**src/irq_vec_pkg.sv**
```systemverilog
// shared constants and carriers for the vectored interrupt priority unit
// assumes a single 40 MHz clock domain and a classic wishbone host
`default_nettype none
package irq_vec_pkg;
	// ==========================================================
	// sizes
	localparam int NUM_SRC = 26;
	localparam int NUM_GRP = 4;
	localparam int GRP_SLOTS = 6;
	localparam int SRC_ALARM = 24;
	localparam int SRC_CONV = 25;
	// ==========================================================
	// register byte offsets
	localparam logic [7:0] OFF_CTRL = 8'h00;
	localparam logic [7:0] OFF_PEND = 8'h04;
	localparam logic [7:0] OFF_LINE = 8'h08;
	localparam logic [7:0] OFF_MASK = 8'h0c;
	localparam logic [7:0] OFF_IRQ_CLR = 8'h10;
	localparam logic [7:0] OFF_FIQ_CLR = 8'h14;
	localparam logic [7:0] OFF_SUBPEND = 8'h18;
	localparam logic [7:0] OFF_SLAVE_ORD = 8'h1c;
	localparam logic [7:0] OFF_MASTER_ORD = 8'h20;
	localparam logic [7:0] OFF_RR_MODE = 8'h24;
	localparam logic [7:0] OFF_ACTIVE = 8'h28;
	// ==========================================================
	// fields and reset values
	localparam int CTRL_VEC_BIT = 2;
	localparam int CTRL_IRQ_BIT = 1;
	localparam int CTRL_FIQ_BIT = 0;
	localparam int GLOBAL_MASK_BIT = 26;
	localparam logic [2:0] CTRL_RST = 3'h7;
	localparam logic [26:0] MASK_RST = 27'h7ff_ffff;
	localparam logic [7:0] ORDER_RST = 8'he4;
	// ==========================================================
	// vector generation
	localparam logic [31:0] IRQ_VECTOR_ADDR = 32'h0000_0018;
	localparam logic [31:0] BRANCH_BASE = 32'hea00_0000;
	localparam logic [31:0] PIPE_OFFSET = 32'h0000_0008;
	localparam logic [31:0] TARGET_BASE = 32'h0000_0020;
	localparam logic [31:0] GROUP_STRIDE = 32'h0000_0020;
	localparam logic [31:0] SLOT_STRIDE = 32'h0000_0004;
	localparam logic [31:0] ALARM_TARGET = 32'h0000_00a0;
	localparam logic [31:0] CONV_TARGET = 32'h0000_00c0;
	// ==========================================================
	// carriers
	typedef struct packed {
		logic cyc;
		logic stb;
		logic we;
		logic [7:0] adr;
		logic [3:0] sel;
		logic [31:0] dat;
	} wb_req_s;
	typedef struct packed {
		logic ext_req_0;
		logic ext_req_1;
		logic ext_req_2;
		logic ext_req_3;
		logic [3:0] ext_req_upper;
		logic tick_req;
		logic general_dma0_req;
		logic general_dma1_req;
		logic bridge_dma0_req;
		logic bridge_dma1_req;
		logic watchdog_req;
		logic [1:0] serial_error_inputs;
		logic timer0_req;
		logic timer1_req;
		logic timer2_req;
		logic timer3_req;
		logic timer4_req;
		logic timer5_req;
		logic serial0_rx_req;
		logic serial1_rx_req;
		logic two_wire_bus_req;
		logic sync_serial_req;
		logic serial0_tx_req;
		logic serial1_tx_req;
		logic alarm_req;
		logic converter_done_req;
	} src_in_s;
endpackage
`default_nettype wire

```
**src/vectored_irq_priority_unit.sv**
```systemverilog
// vectored irq priority unit: pending capture, two-level arbitration,
// branch word supply on the irq vector fetch, wishbone register slave
// assumes requests synchronous to clk and a core fetch strobe on clk
//
// Functional notes
// - 26 arbitrated sources; upper external pins and serial errors OR-merged
// - priority logic serves irq-routed sources, used in vectored mode
// - five units: one master over four slave winners plus two sources
// - fixed group and slot membership of sources 0 to 23; alarm and converter-done feed the master
// - each slave: four programmable slots above two fixed slots
// - any unmasked fiq-routed request beats every irq-routed request while fiq is enabled
// - sources in different groups rank by group priority only
// - sources in one group rank by slot priority in that group
// - programmable slots by programmed order or round robin; first fixed wins
// - groups by order or round robin, above alarm then converter-done
// - in vectored mode drive branch word on fetch of the irq vector
// - word is base plus (target minus fetch address minus 8) over 4
// - external request 0 branches to 0x20 with the bare base word
// - each source has its own target address
// - four-bit sub-pending for merged pins, cleared by writing one
// - masked sources still pend but are not served; global mask too
// - control bit 2 selects vectoring, 0 vectored, reset value 1
// - pending is read-only, cleared by writing one to a clear register
// - fiq never gets a hardware branch word
`default_nettype none
module vectored_irq_priority_unit
	import irq_vec_pkg::*;
(
	// clock and reset
	input wire logic clk,
	input wire logic srst,
	// interrupt sources
	input wire src_in_s src,
	// wishbone slave
	input wire wb_req_s wb,
	output logic wb_ack,
	output logic [31:0] wb_dat_o,
	// core vector fetch
	input wire logic fetch_valid,
	input wire logic [31:0] fetch_addr,
	output logic vec_drive,
	output logic [31:0] vec_word,
	// request lines to the core
	output logic irq,
	output logic fiq
);
	// ==========================================================
	// functions
	// highest ranked requesting slot; order[1:0] holds the top slot
	function automatic logic [1:0] pick4(input logic [3:0] req,
		input logic [7:0] order);
		logic [1:0] res;
		res = order[1:0];
		for (int i = 3; i >= 0; i--)
		begin
			if (req[order[2*i+:2]])
				res = order[2*i+:2];
		end
		return res;
	endfunction

	// rotation: slot after last is top, last itself is bottom
	function automatic logic [7:0] rr_order(input logic [1:0] last);
		return {last, 2'(last + 2'd3), 2'(last + 2'd2), 2'(last + 2'd1)};
	endfunction

	function automatic logic [2:0] pick6(input logic [5:0] req,
		input logic [7:0] order);
		if (|req[3:0])
			return {1'b0, pick4(req[3:0], order)};
		else if (req[4])
			return 3'd4;
		else
			return 3'd5;
	endfunction

	function automatic logic [31:0] target_of(input logic [4:0] s);
		logic [31:0] g;
		logic [31:0] k;
		g = 32'(s) / GRP_SLOTS;
		k = 32'(s) % GRP_SLOTS;
		if (s == 5'(SRC_ALARM))
			return ALARM_TARGET;
		else if (s == 5'(SRC_CONV))
			return CONV_TARGET;
		else
			return TARGET_BASE + g * GROUP_STRIDE + k * SLOT_STRIDE;
	endfunction

	// source 0 gives exactly the base word
	function automatic logic [31:0] branch_of(input logic [4:0] s);
		return BRANCH_BASE
			+ ((target_of(s) - IRQ_VECTOR_ADDR - PIPE_OFFSET) >> 2);
	endfunction

	function automatic logic [31:0] merge(input logic [31:0] old,
		input logic [31:0] nw, input logic [3:0] sel);
		logic [31:0] m;
		m = {{8{sel[3]}}, {8{sel[2]}}, {8{sel[1]}}, {8{sel[0]}}};
		return (old & ~m) | (nw & m);
	endfunction

	// ==========================================================
	// state
	logic [2:0] ctrl_r;
	logic [25:0] pend_r;
	logic [25:0] line_r;
	logic [26:0] mask_r;
	logic [3:0] subpend_r;
	logic [31:0] slave_ord_r;
	logic [7:0] master_ord_r;
	logic [4:0] rr_mode_r;
	logic [7:0] slave_last_r;
	logic [1:0] master_last_r;
	logic [4:0] active_r;
	logic active_vld_r;
	logic [25:0] prev_raw_r;
	logic [3:0] prev_upper_r;
	logic [4:0] win_r;
	logic win_vld_r;
	logic [31:0] vec_word_r;
	logic irq_r;
	logic fiq_r;
	logic ack_r;
	logic [31:0] dat_r;

	logic [25:0] raw;
	logic [25:0] ev;
	logic [25:0] elig;
	logic [25:0] fiq_elig;
	logic [3:0] up_rise;
	logic [3:0] gvld;
	logic [11:0] gslot;
	logic [1:0] grp;
	logic [4:0] win;
	logic win_vld;
	logic wr;
	logic wb_take;

	// ==========================================================
	// source merging and edge capture
	always_comb
	begin
		raw[0] = src.ext_req_0;
		raw[1] = src.ext_req_1;
		raw[2] = src.ext_req_2;
		raw[3] = src.ext_req_3;
		raw[4] = |src.ext_req_upper;
		raw[5] = src.tick_req;
		raw[6] = src.general_dma0_req;
		raw[7] = src.general_dma1_req;
		raw[8] = src.bridge_dma0_req;
		raw[9] = src.bridge_dma1_req;
		raw[10] = src.watchdog_req;
		raw[11] = |src.serial_error_inputs;
		raw[12] = src.timer0_req;
		raw[13] = src.timer1_req;
		raw[14] = src.timer2_req;
		raw[15] = src.timer3_req;
		raw[16] = src.timer4_req;
		raw[17] = src.timer5_req;
		raw[18] = src.serial0_rx_req;
		raw[19] = src.serial1_rx_req;
		raw[20] = src.two_wire_bus_req;
		raw[21] = src.sync_serial_req;
		raw[22] = src.serial0_tx_req;
		raw[23] = src.serial1_tx_req;
		raw[24] = src.alarm_req;
		raw[25] = src.converter_done_req;
		up_rise = src.ext_req_upper & ~prev_upper_r;
		ev = raw & ~prev_raw_r;
		// a second pin rising while another still holds the OR high
		ev[4] = |up_rise;
	end

	// previous levels for rising-edge detection
	always_ff @(posedge clk)
	begin
		if (srst)
		begin
			prev_raw_r <= '0;
			prev_upper_r <= '0;
		end
		else
		begin
			prev_raw_r <= raw;
			prev_upper_r <= src.ext_req_upper;
		end
	end

	// ==========================================================
	// wishbone slave: one wait state, ack pulses for one cycle
	assign wb_take = wb.cyc & wb.stb & ~ack_r;
	assign wr = wb_take & wb.we;

	always_ff @(posedge clk)
	begin
		if (srst)
		begin
			ack_r <= 1'b0;
			dat_r <= '0;
		end
		else
		begin
			ack_r <= wb_take;
			if (wb_take & ~wb.we)
			begin
				unique case (wb.adr)
					OFF_CTRL: dat_r <= {29'd0, ctrl_r};
					OFF_PEND: dat_r <= {6'd0, pend_r};
					OFF_LINE: dat_r <= {6'd0, line_r};
					OFF_MASK: dat_r <= {5'd0, mask_r};
					OFF_SUBPEND: dat_r <= {28'd0, subpend_r};
					OFF_SLAVE_ORD: dat_r <= slave_ord_r;
					OFF_MASTER_ORD: dat_r <= {24'd0, master_ord_r};
					OFF_RR_MODE: dat_r <= {27'd0, rr_mode_r};
					OFF_ACTIVE: dat_r <= {26'd0, active_vld_r, active_r};
					default: dat_r <= '0; // clear regs and holes read zero
				endcase
			end
		end
	end

	assign wb_ack = ack_r;
	assign wb_dat_o = dat_r;

	// ==========================================================
	// configuration registers
	always_ff @(posedge clk)
	begin
		if (srst)
		begin
			ctrl_r <= CTRL_RST;
			line_r <= '0;
			mask_r <= MASK_RST;
			slave_ord_r <= {4{ORDER_RST}};
			master_ord_r <= ORDER_RST;
			rr_mode_r <= '0;
		end
		else if (wr)
		begin
			unique case (wb.adr)
				OFF_CTRL: ctrl_r <= 3'(merge({29'd0, ctrl_r}, wb.dat, wb.sel));
				OFF_LINE: line_r <= 26'(merge({6'd0, line_r}, wb.dat, wb.sel));
				OFF_MASK: mask_r <= 27'(merge({5'd0, mask_r}, wb.dat, wb.sel));
				OFF_SLAVE_ORD: slave_ord_r <= merge(slave_ord_r, wb.dat, wb.sel);
				OFF_MASTER_ORD:
					master_ord_r <= 8'(merge({24'd0, master_ord_r}, wb.dat,
						wb.sel));
				OFF_RR_MODE:
					rr_mode_r <= 5'(merge({27'd0, rr_mode_r}, wb.dat, wb.sel));
				default: ;
			endcase
		end
	end

	// ==========================================================
	// pending and sub-pending: a new event beats a same-cycle clear
	always_ff @(posedge clk)
	begin
		if (srst)
		begin
			pend_r <= '0;
			subpend_r <= '0;
		end
		else
		begin
			// masked sources still pend
			pend_r <= (pend_r & ~(wr && (wb.adr == OFF_IRQ_CLR
				|| wb.adr == OFF_FIQ_CLR) ? wb.dat[25:0] : 26'd0))
				| ev;
			subpend_r <= (subpend_r & ~(wr && wb.adr == OFF_SUBPEND ?
				wb.dat[3:0] : 4'd0)) | up_rise;
		end
	end

	// ==========================================================
	// arbitration, irq-routed and unmasked sources only
	assign elig = pend_r & ~line_r & ~mask_r[25:0]
		& {26{~mask_r[GLOBAL_MASK_BIT]}};
	assign fiq_elig = pend_r & line_r & ~mask_r[25:0]
		& {26{~mask_r[GLOBAL_MASK_BIT]}};

	// four slave units
	always_comb
	begin
		for (int g = 0; g < NUM_GRP; g++)
		begin
			gvld[g] = |elig[g*GRP_SLOTS+:GRP_SLOTS];
			gslot[g*3+:3] = pick6(elig[g*GRP_SLOTS+:GRP_SLOTS],
				rr_mode_r[g] ? rr_order(slave_last_r[g*2+:2])
				: slave_ord_r[g*8+:8]);
		end
	end

	// master unit: groups first, then alarm, then converter-done
	always_comb
	begin
		grp = pick4(gvld, rr_mode_r[NUM_GRP] ? rr_order(master_last_r)
			: master_ord_r);
		win_vld = |elig;
		if (|gvld)
			win = 5'(grp) * 5'd6 + {2'd0, gslot[grp*3+:3]};
		else if (elig[SRC_ALARM])
			win = 5'(SRC_ALARM);
		else
			win = 5'(SRC_CONV);
	end

	// winner and its branch word held in flops for the data bus
	always_ff @(posedge clk)
	begin
		if (srst)
		begin
			win_r <= '0;
			win_vld_r <= 1'b0;
			vec_word_r <= '0;
		end
		else
		begin
			win_r <= win;
			win_vld_r <= win_vld;
			vec_word_r <= branch_of(win);
		end
	end

	// ==========================================================
	// request lines: fiq pre-empts irq
	always_ff @(posedge clk)
	begin
		if (srst)
		begin
			irq_r <= 1'b0;
			fiq_r <= 1'b0;
		end
		else
		begin
			fiq_r <= (|fiq_elig) & ~ctrl_r[CTRL_FIQ_BIT];
			irq_r <= win_vld & ~ctrl_r[CTRL_IRQ_BIT]
				& ~((|fiq_elig) & ~ctrl_r[CTRL_FIQ_BIT]);
		end
	end

	assign irq = irq_r;
	assign fiq = fiq_r;

	// ==========================================================
	// vector supply: only the irq vector, only in vectored mode;
	// the fiq vector address never matches, so fiq is never steered
	assign vec_drive = fetch_valid && fetch_addr == IRQ_VECTOR_ADDR
		&& !ctrl_r[CTRL_VEC_BIT] && irq_r && win_vld_r;
	assign vec_word = vec_word_r;

	// grant bookkeeping: rotation and the serviced-source report
	always_ff @(posedge clk)
	begin
		if (srst)
		begin
			slave_last_r <= {4{2'd3}};
			master_last_r <= 2'd3;
			active_r <= '0;
			active_vld_r <= 1'b0;
		end
		else if (vec_drive)
		begin
			active_r <= win_r;
			active_vld_r <= 1'b1;
			if (win_r < 5'(SRC_ALARM))
			begin
				master_last_r <= 2'(win_r / 5'd6);
				if (5'(win_r % 5'd6) < 5'd4)
					slave_last_r[2*(win_r/5'd6)+:2] <= 2'(win_r % 5'd6);
			end
		end
	end
endmodule
`default_nettype wire

```
**config.mk**
```make
export PLATFORM = sky130hd
export DESIGN_NAME = vectored_irq_priority_unit
export DESIGN_NICKNAME = d
export VERILOG_FILES = /design/src/irq_vec_pkg.sv /design/src/vectored_irq_priority_unit.sv
export SDC_FILE = /design/constraint.sdc
export NUM_CORES = 1
export LEC_CHECK = 0
export BUFFER_PORTS_ARGS = -buffer_cell sky130_fd_sc_hd__buf_2
export CORE_MARGIN = 2
export CORE_UTILIZATION = 50
export DETAILED_ROUTE_END_ITERATION = 16
export PLACE_DENSITY = 0.71
export SETUP_SLACK_MARGIN = 0.02
export SLEW_MARGIN = 20
export SYNTH_ARGS = -nofsm -noshare
export SYNTH_HDL_FRONTEND = slang
export SYNTH_SLANG_ARGS = --single-unit
```
**constraint.sdc**
```tcl
create_clock -name clk -period 23.7 [get_ports clk]
set_input_delay 4.74 -clock clk [delete_from_list [all_inputs] [get_ports clk]]
set_output_delay 4.74 -clock clk [all_outputs]
set_load 0.01 [all_outputs]
```
# After elaboration in Yosys (flattened, before gate mapping)

Index checks and enable logic that the tools add are counted.
W data, S select, Z words.

Bits in registers: 250
Output and inout port bits: 68
Word-level logic and storage cells: 246

Add/subtract/negate cells: 22
Multiply operators: 2
Div/mod/pow operators: 5
Order comparisons: 22
Equal/unequal tests: 13
Shift-type cells: 3
Multiplexer cells: 82
Bitwise logic cells: 45
Reduce and logical (&&, ||, !) cells: 31

Operators by type and width:

| cell                     | number |
|---|---|
| $pmux W32 S9             | 1 |
| $and A26 B26 Y26         | 9 |
| $not A26 Y26             | 4 |
| $mux W32                 | 3 |
| $and A32 B32 Y32         | 2 |
| $div A5 B3 Y32 const B   | 2 |
| $lt A2 B3 Y1 const B     | 20 |
| $or A26 B26 Y26          | 2 |
| $reduce_or A26 Y1        | 2 |
| $bmux W1 S2              | 20 |
| $mux W2                  | 20 |
| $mux W8                  | 5 |
| $neg A32 Y34             | 1 |
| $shift A2 B34 Y8 const A | 1 |
| $shiftx A2 B34 Y8        | 1 |
| $add A30 B31 Y32 const A | 1 |
| $add A32 B32 Y32         | 1 |
| $add A6 B32 Y32 const A  | 1 |
| $eq A32 B5 Y1 const B    | 1 |
| $eq A8 B5 Y1 const B     | 4 |
| $mod A5 B3 Y32 const B   | 1 |
| $not A32 Y32             | 1 |
| $or A32 B32 Y32          | 1 |
| $sub A32 B4 Y32 const B  | 1 |
| 43 further kinds         | 120 |

# Logic depth before layout (Yosys ltp)

Depth after elaboration: 24
Gate-level depth with buffers: 44
Gate-level depth less buffers: 40

# Least setup slack after synthesis

Ideal clock, no wire load.

Kind: input -> output
Start point: in fetch_addr[0]
End point: out vec_drive
Data arrival time: 6,067 ps
Data required time: 18,960 ps
Slack: 12,893 ps
Stages: 3
Cell sequence: nor4b_1 nand4_1 nor3_1

Longest elaborated chain between the ends: 5

RTL lines:

| element                           | RTL line                          | RTL |
|---|---|---|
| start: declaration                | vectored_irq_priority_unit.sv:40  | `input wire logic [31:0] fetch_addr,` |
| $eq A32 B5 Y1                     | vectored_irq_priority_unit.sv:350 | `assign vec_drive = fetch_valid && fetch_addr == IRQ_VECTOR_ADDR` |
| $logic_and A1 B1 Y1               | vectored_irq_priority_unit.sv:350 |  |
| $logic_and A1 B1 Y1 (3 in series) | vectored_irq_priority_unit.sv:351 | `&& !ctrl_r[CTRL_VEC_BIT] && irq_r && win_vld_r;` |
| end: declaration                  | vectored_irq_priority_unit.sv:41  | `output logic vec_drive,` |

No other way between the ends.

==> flow_summary_export.csv <==
group,metric,value,unit
global_routing,antenna_found_initial,1,
synth,synth_nets,1773,
sta,whs,0.4490,ns
finish,multiInputGateArea,7991,µm²
floorplan,fp.dieH,168.1,µm
clock_tree,cts_tree,"done",
clock_tree,hold_buffers,0,
sta,period_share,44.78,%
detailed_routing,via_per_inst,6.129,
critical_path,cp.required,24.13,ns
global_routing,grt_pass1_wl,67680,µm
clock_tree,clock_latency,0.56,ns
floorplan,rows,60,
clock_tree,cts_buffer_depth,3,
sta,max_freq,94.22,MHz
clock_tree,ctsHtreeMaxLevel,1,
synth,syn_inst,1640,
sta,post-route-min-period,10.61,ns
sta,slew_headroom,29.28,%
critical_path,cp-end-kind,"flop",
clock_tree,clkTransAtPathRegs,0.06,ns
floorplan,io-pin-count,180,
finish,fin_nets,1909,
critical_path,critPathArrivalTime,11.04,ns
outcome,status,"complete, no violations",
place,place_congestion,0.9611,
place,post-place-ws,13.09,ns
critical_path,start_kind,"flop",
global_routing,first_global_vias,12440,
critical_path,crit_buf_inv,3,
sta,tns,0,ns
detailed_routing,dr.pass1.iters,8,
synth,async_reset_ff_share,0,%
pwr,p_int,0.7359,mW
sta,setup_ws,13.09,ns
synth,netlist_area,13460,µm²
detailed_routing,wl,43190,µm
finish,final_layout_size_suffix_gt1_share,17.47,%
detailed_routing,drt_iter0_drc,1432,
sta,worstMarginPinSlew,1.061,ns
global_routing,grt_max_degree,93,
sta,slew_viol_final,0,
clock_tree,post-cts-setup-buffers,0,
synth,synth_edf_count,0,
pwr,ir_worst_vdd,0.06242,mV
pwr,power.density,61.15,nW/µm²
pwr,power_frac_clock,49.8,%
clock_tree,cts_sinks,249,
critical_path,cpLargestDelayFamily,"compound AO/OA/AOI/OAI gates",
detailed_routing,drc,0,
place,place_hpwl,30940,µm
finish,nFillCells,2437,
sta,clock_skew,0.02543,ns
finish,seq_area,4985,µm²
pwr,switching_share,22.69,%
synth,yosys_warnings,0,
critical_path,timing.critical_path.mode_cell,"ha_1",
pwr,p_switching,0.2159,mW
synth,ys_types,90,
critical_path,regToRegSetupSlack,13.09,ns
detailed_routing,vias,13110,
synth,syn_avg_cell_area,8.205,µm²
pwr,p_seq_share,45.5,%
global_routing,grt_remaining_overflow,0,
floorplan,initial_utilization,50.49,%
synth,ys_ff_latch,249,
synth,synth-seq-area-share,37.04,%
floorplan,core_area,26650,µm²
floorplan,die_w,168.1,µm
clock_tree,cts_buffers,27,
min_path,min_path_type,"flop to flop",
place,port_buffers,179,
pwr,p_leak,6.337,nW
critical_path,crit_fanout,29,
pwr,combinationalPowerShare,4.7,%
flow_run,maxCapViolations,0,
critical_path,slowest_delay,0.68,ns
critical_path,crit_type,"flop to flop",
critical_path,slowest_stage,"nor4_2",
finish,area_delta_synth_final,15.68,%
sta,rsz0062_at_grt,"false",
clock_tree,clockRootBuffer,"clkbuf_16",
detailed_routing,final_antenna_net_count,0,
sta,setup_viol,0,
global_routing,track_usage,29.62,%
detailed_routing,wl_per_cell,20.19,µm
sta,finalHoldViolations,0,
synth,synth_ff_type,"dfxtp_1",
floorplan,dieArea,28240,µm²
clock_tree,ctsResizeCount,0,
## cells in the final DEF (no fill, tap or decap), types with 27 or more instances in the layout
master     count
mux2i_1      100
clkbuf_16     27
a21oi_1      156
buf_2        178
inv_1         36
nand2_1      233
o21ai_0       35
nor2_1       157
dfxtp_1      249
nor2b_1       64
nand3_1       92
## worst min-delay path, cell delays in order, from the launching register on
cell     delay, ns
dfxtp_1       0.31
nand2_1       0.05
a21oi_1       0.05
## logic make-up after synthesis
logic type      Yosys count  share of synthesized area, %
compound gates          373                         18.70
xor+xnor                 18                         1.227
fa+ha+maj                22                         2.139
buf+inv                 124                         3.821
flops                   249                         37.04
mux                     123                         9.363
simple gates            731                         27.71
## through the flow
stage | total power, mW | utilization, % | cell area [µm²] | std cells
after detailed placement | 0.4862 | 54.57 | 14540 | 2088
after floorplan | 0.4633 | - | 13460 | 1640
after CTS | 0.9573 | 58.38 | 15560 | 2138
after global placement | 0.4849 | 54.57 | 14540 | 2088
final | 0.9519 | 58.41 | 15570 | 2139
after global routing | 0.9795 | 58.41 | 15570 | 2139
## worst paths after layout
| kind | from | to | cells after the start |
|---|---|---|---|
| max | flop | vec_word[27]$_SDFF_PP0_ | 37 |
| min | wb_dat_o[30]$_SDFFE_PP0P_ | wb_dat_o[30]$_SDFFE_PP0P_ | 2 |
| max reg2reg | flop | vec_word[27]$_SDFF_PP0_ | 37 |
| min reg2reg | wb_dat_o[30]$_SDFFE_PP0P_ | wb_dat_o[30]$_SDFFE_PP0P_ | 2 |
## final cells by class
cell class / instances / share of cell area [%]
Antenna cell: 1 / 0.01608
Clock buffer: 34 / 4.831
Tap cell: 341 / 2.741
Sequential cell: 249 / 32.02
Inverter: 39 / 0.9404
Multi-Input combinational cell: 1267 / 51.34
Clock inverter: 16 / 1.688
Timing Repair Buffer: 192 / 6.422
## power groups by stage
stage	logic [mW]	registers (mW)	clock network (mW)
finish	0.0449	0.433	0.474
global route	0.0493	0.433	0.497
CTS	0.0447	0.433	0.480
detailed placement	0.0444	0.442	0
global placement	0.0435	0.441	0
floorplan	0.0241	0.439	0
## metal layers
| layer | GRT usage [%] | up-vias | wire (µm) |
|---|---|---|---|
| li1 | - | 6212 | - |
| met1 | 39.89 | 6176 | 18790 |
| met2 | 49.01 | 624 | 19670 |
| met3 | 4.396 | 98 | 3434 |
| met4 | 9.745 | 0 | 1294 |
| met5 | 0 | - | 0 |
## cell usage after synthesis, drive strengths merged, types with 20 or more instances
cell    number  area, µm²
a21oi      156      780.8
a222oi      24      240.2
clkbuf      72      270.3
dfxtp      249       4985
inv         38      142.6
mux2        23      259.0
mux2i      100       1001
nand2      234      880.9
nand2b      20      125.1
nand3       92      460.4
nand3b      23      172.7
nor2       161      604.3
nor2b       65      406.6
nor3        25      125.1
nor4        20      158.9
nor4b       23      320.3
o21ai       40      200.2
(Power assumes the default switching activity.)
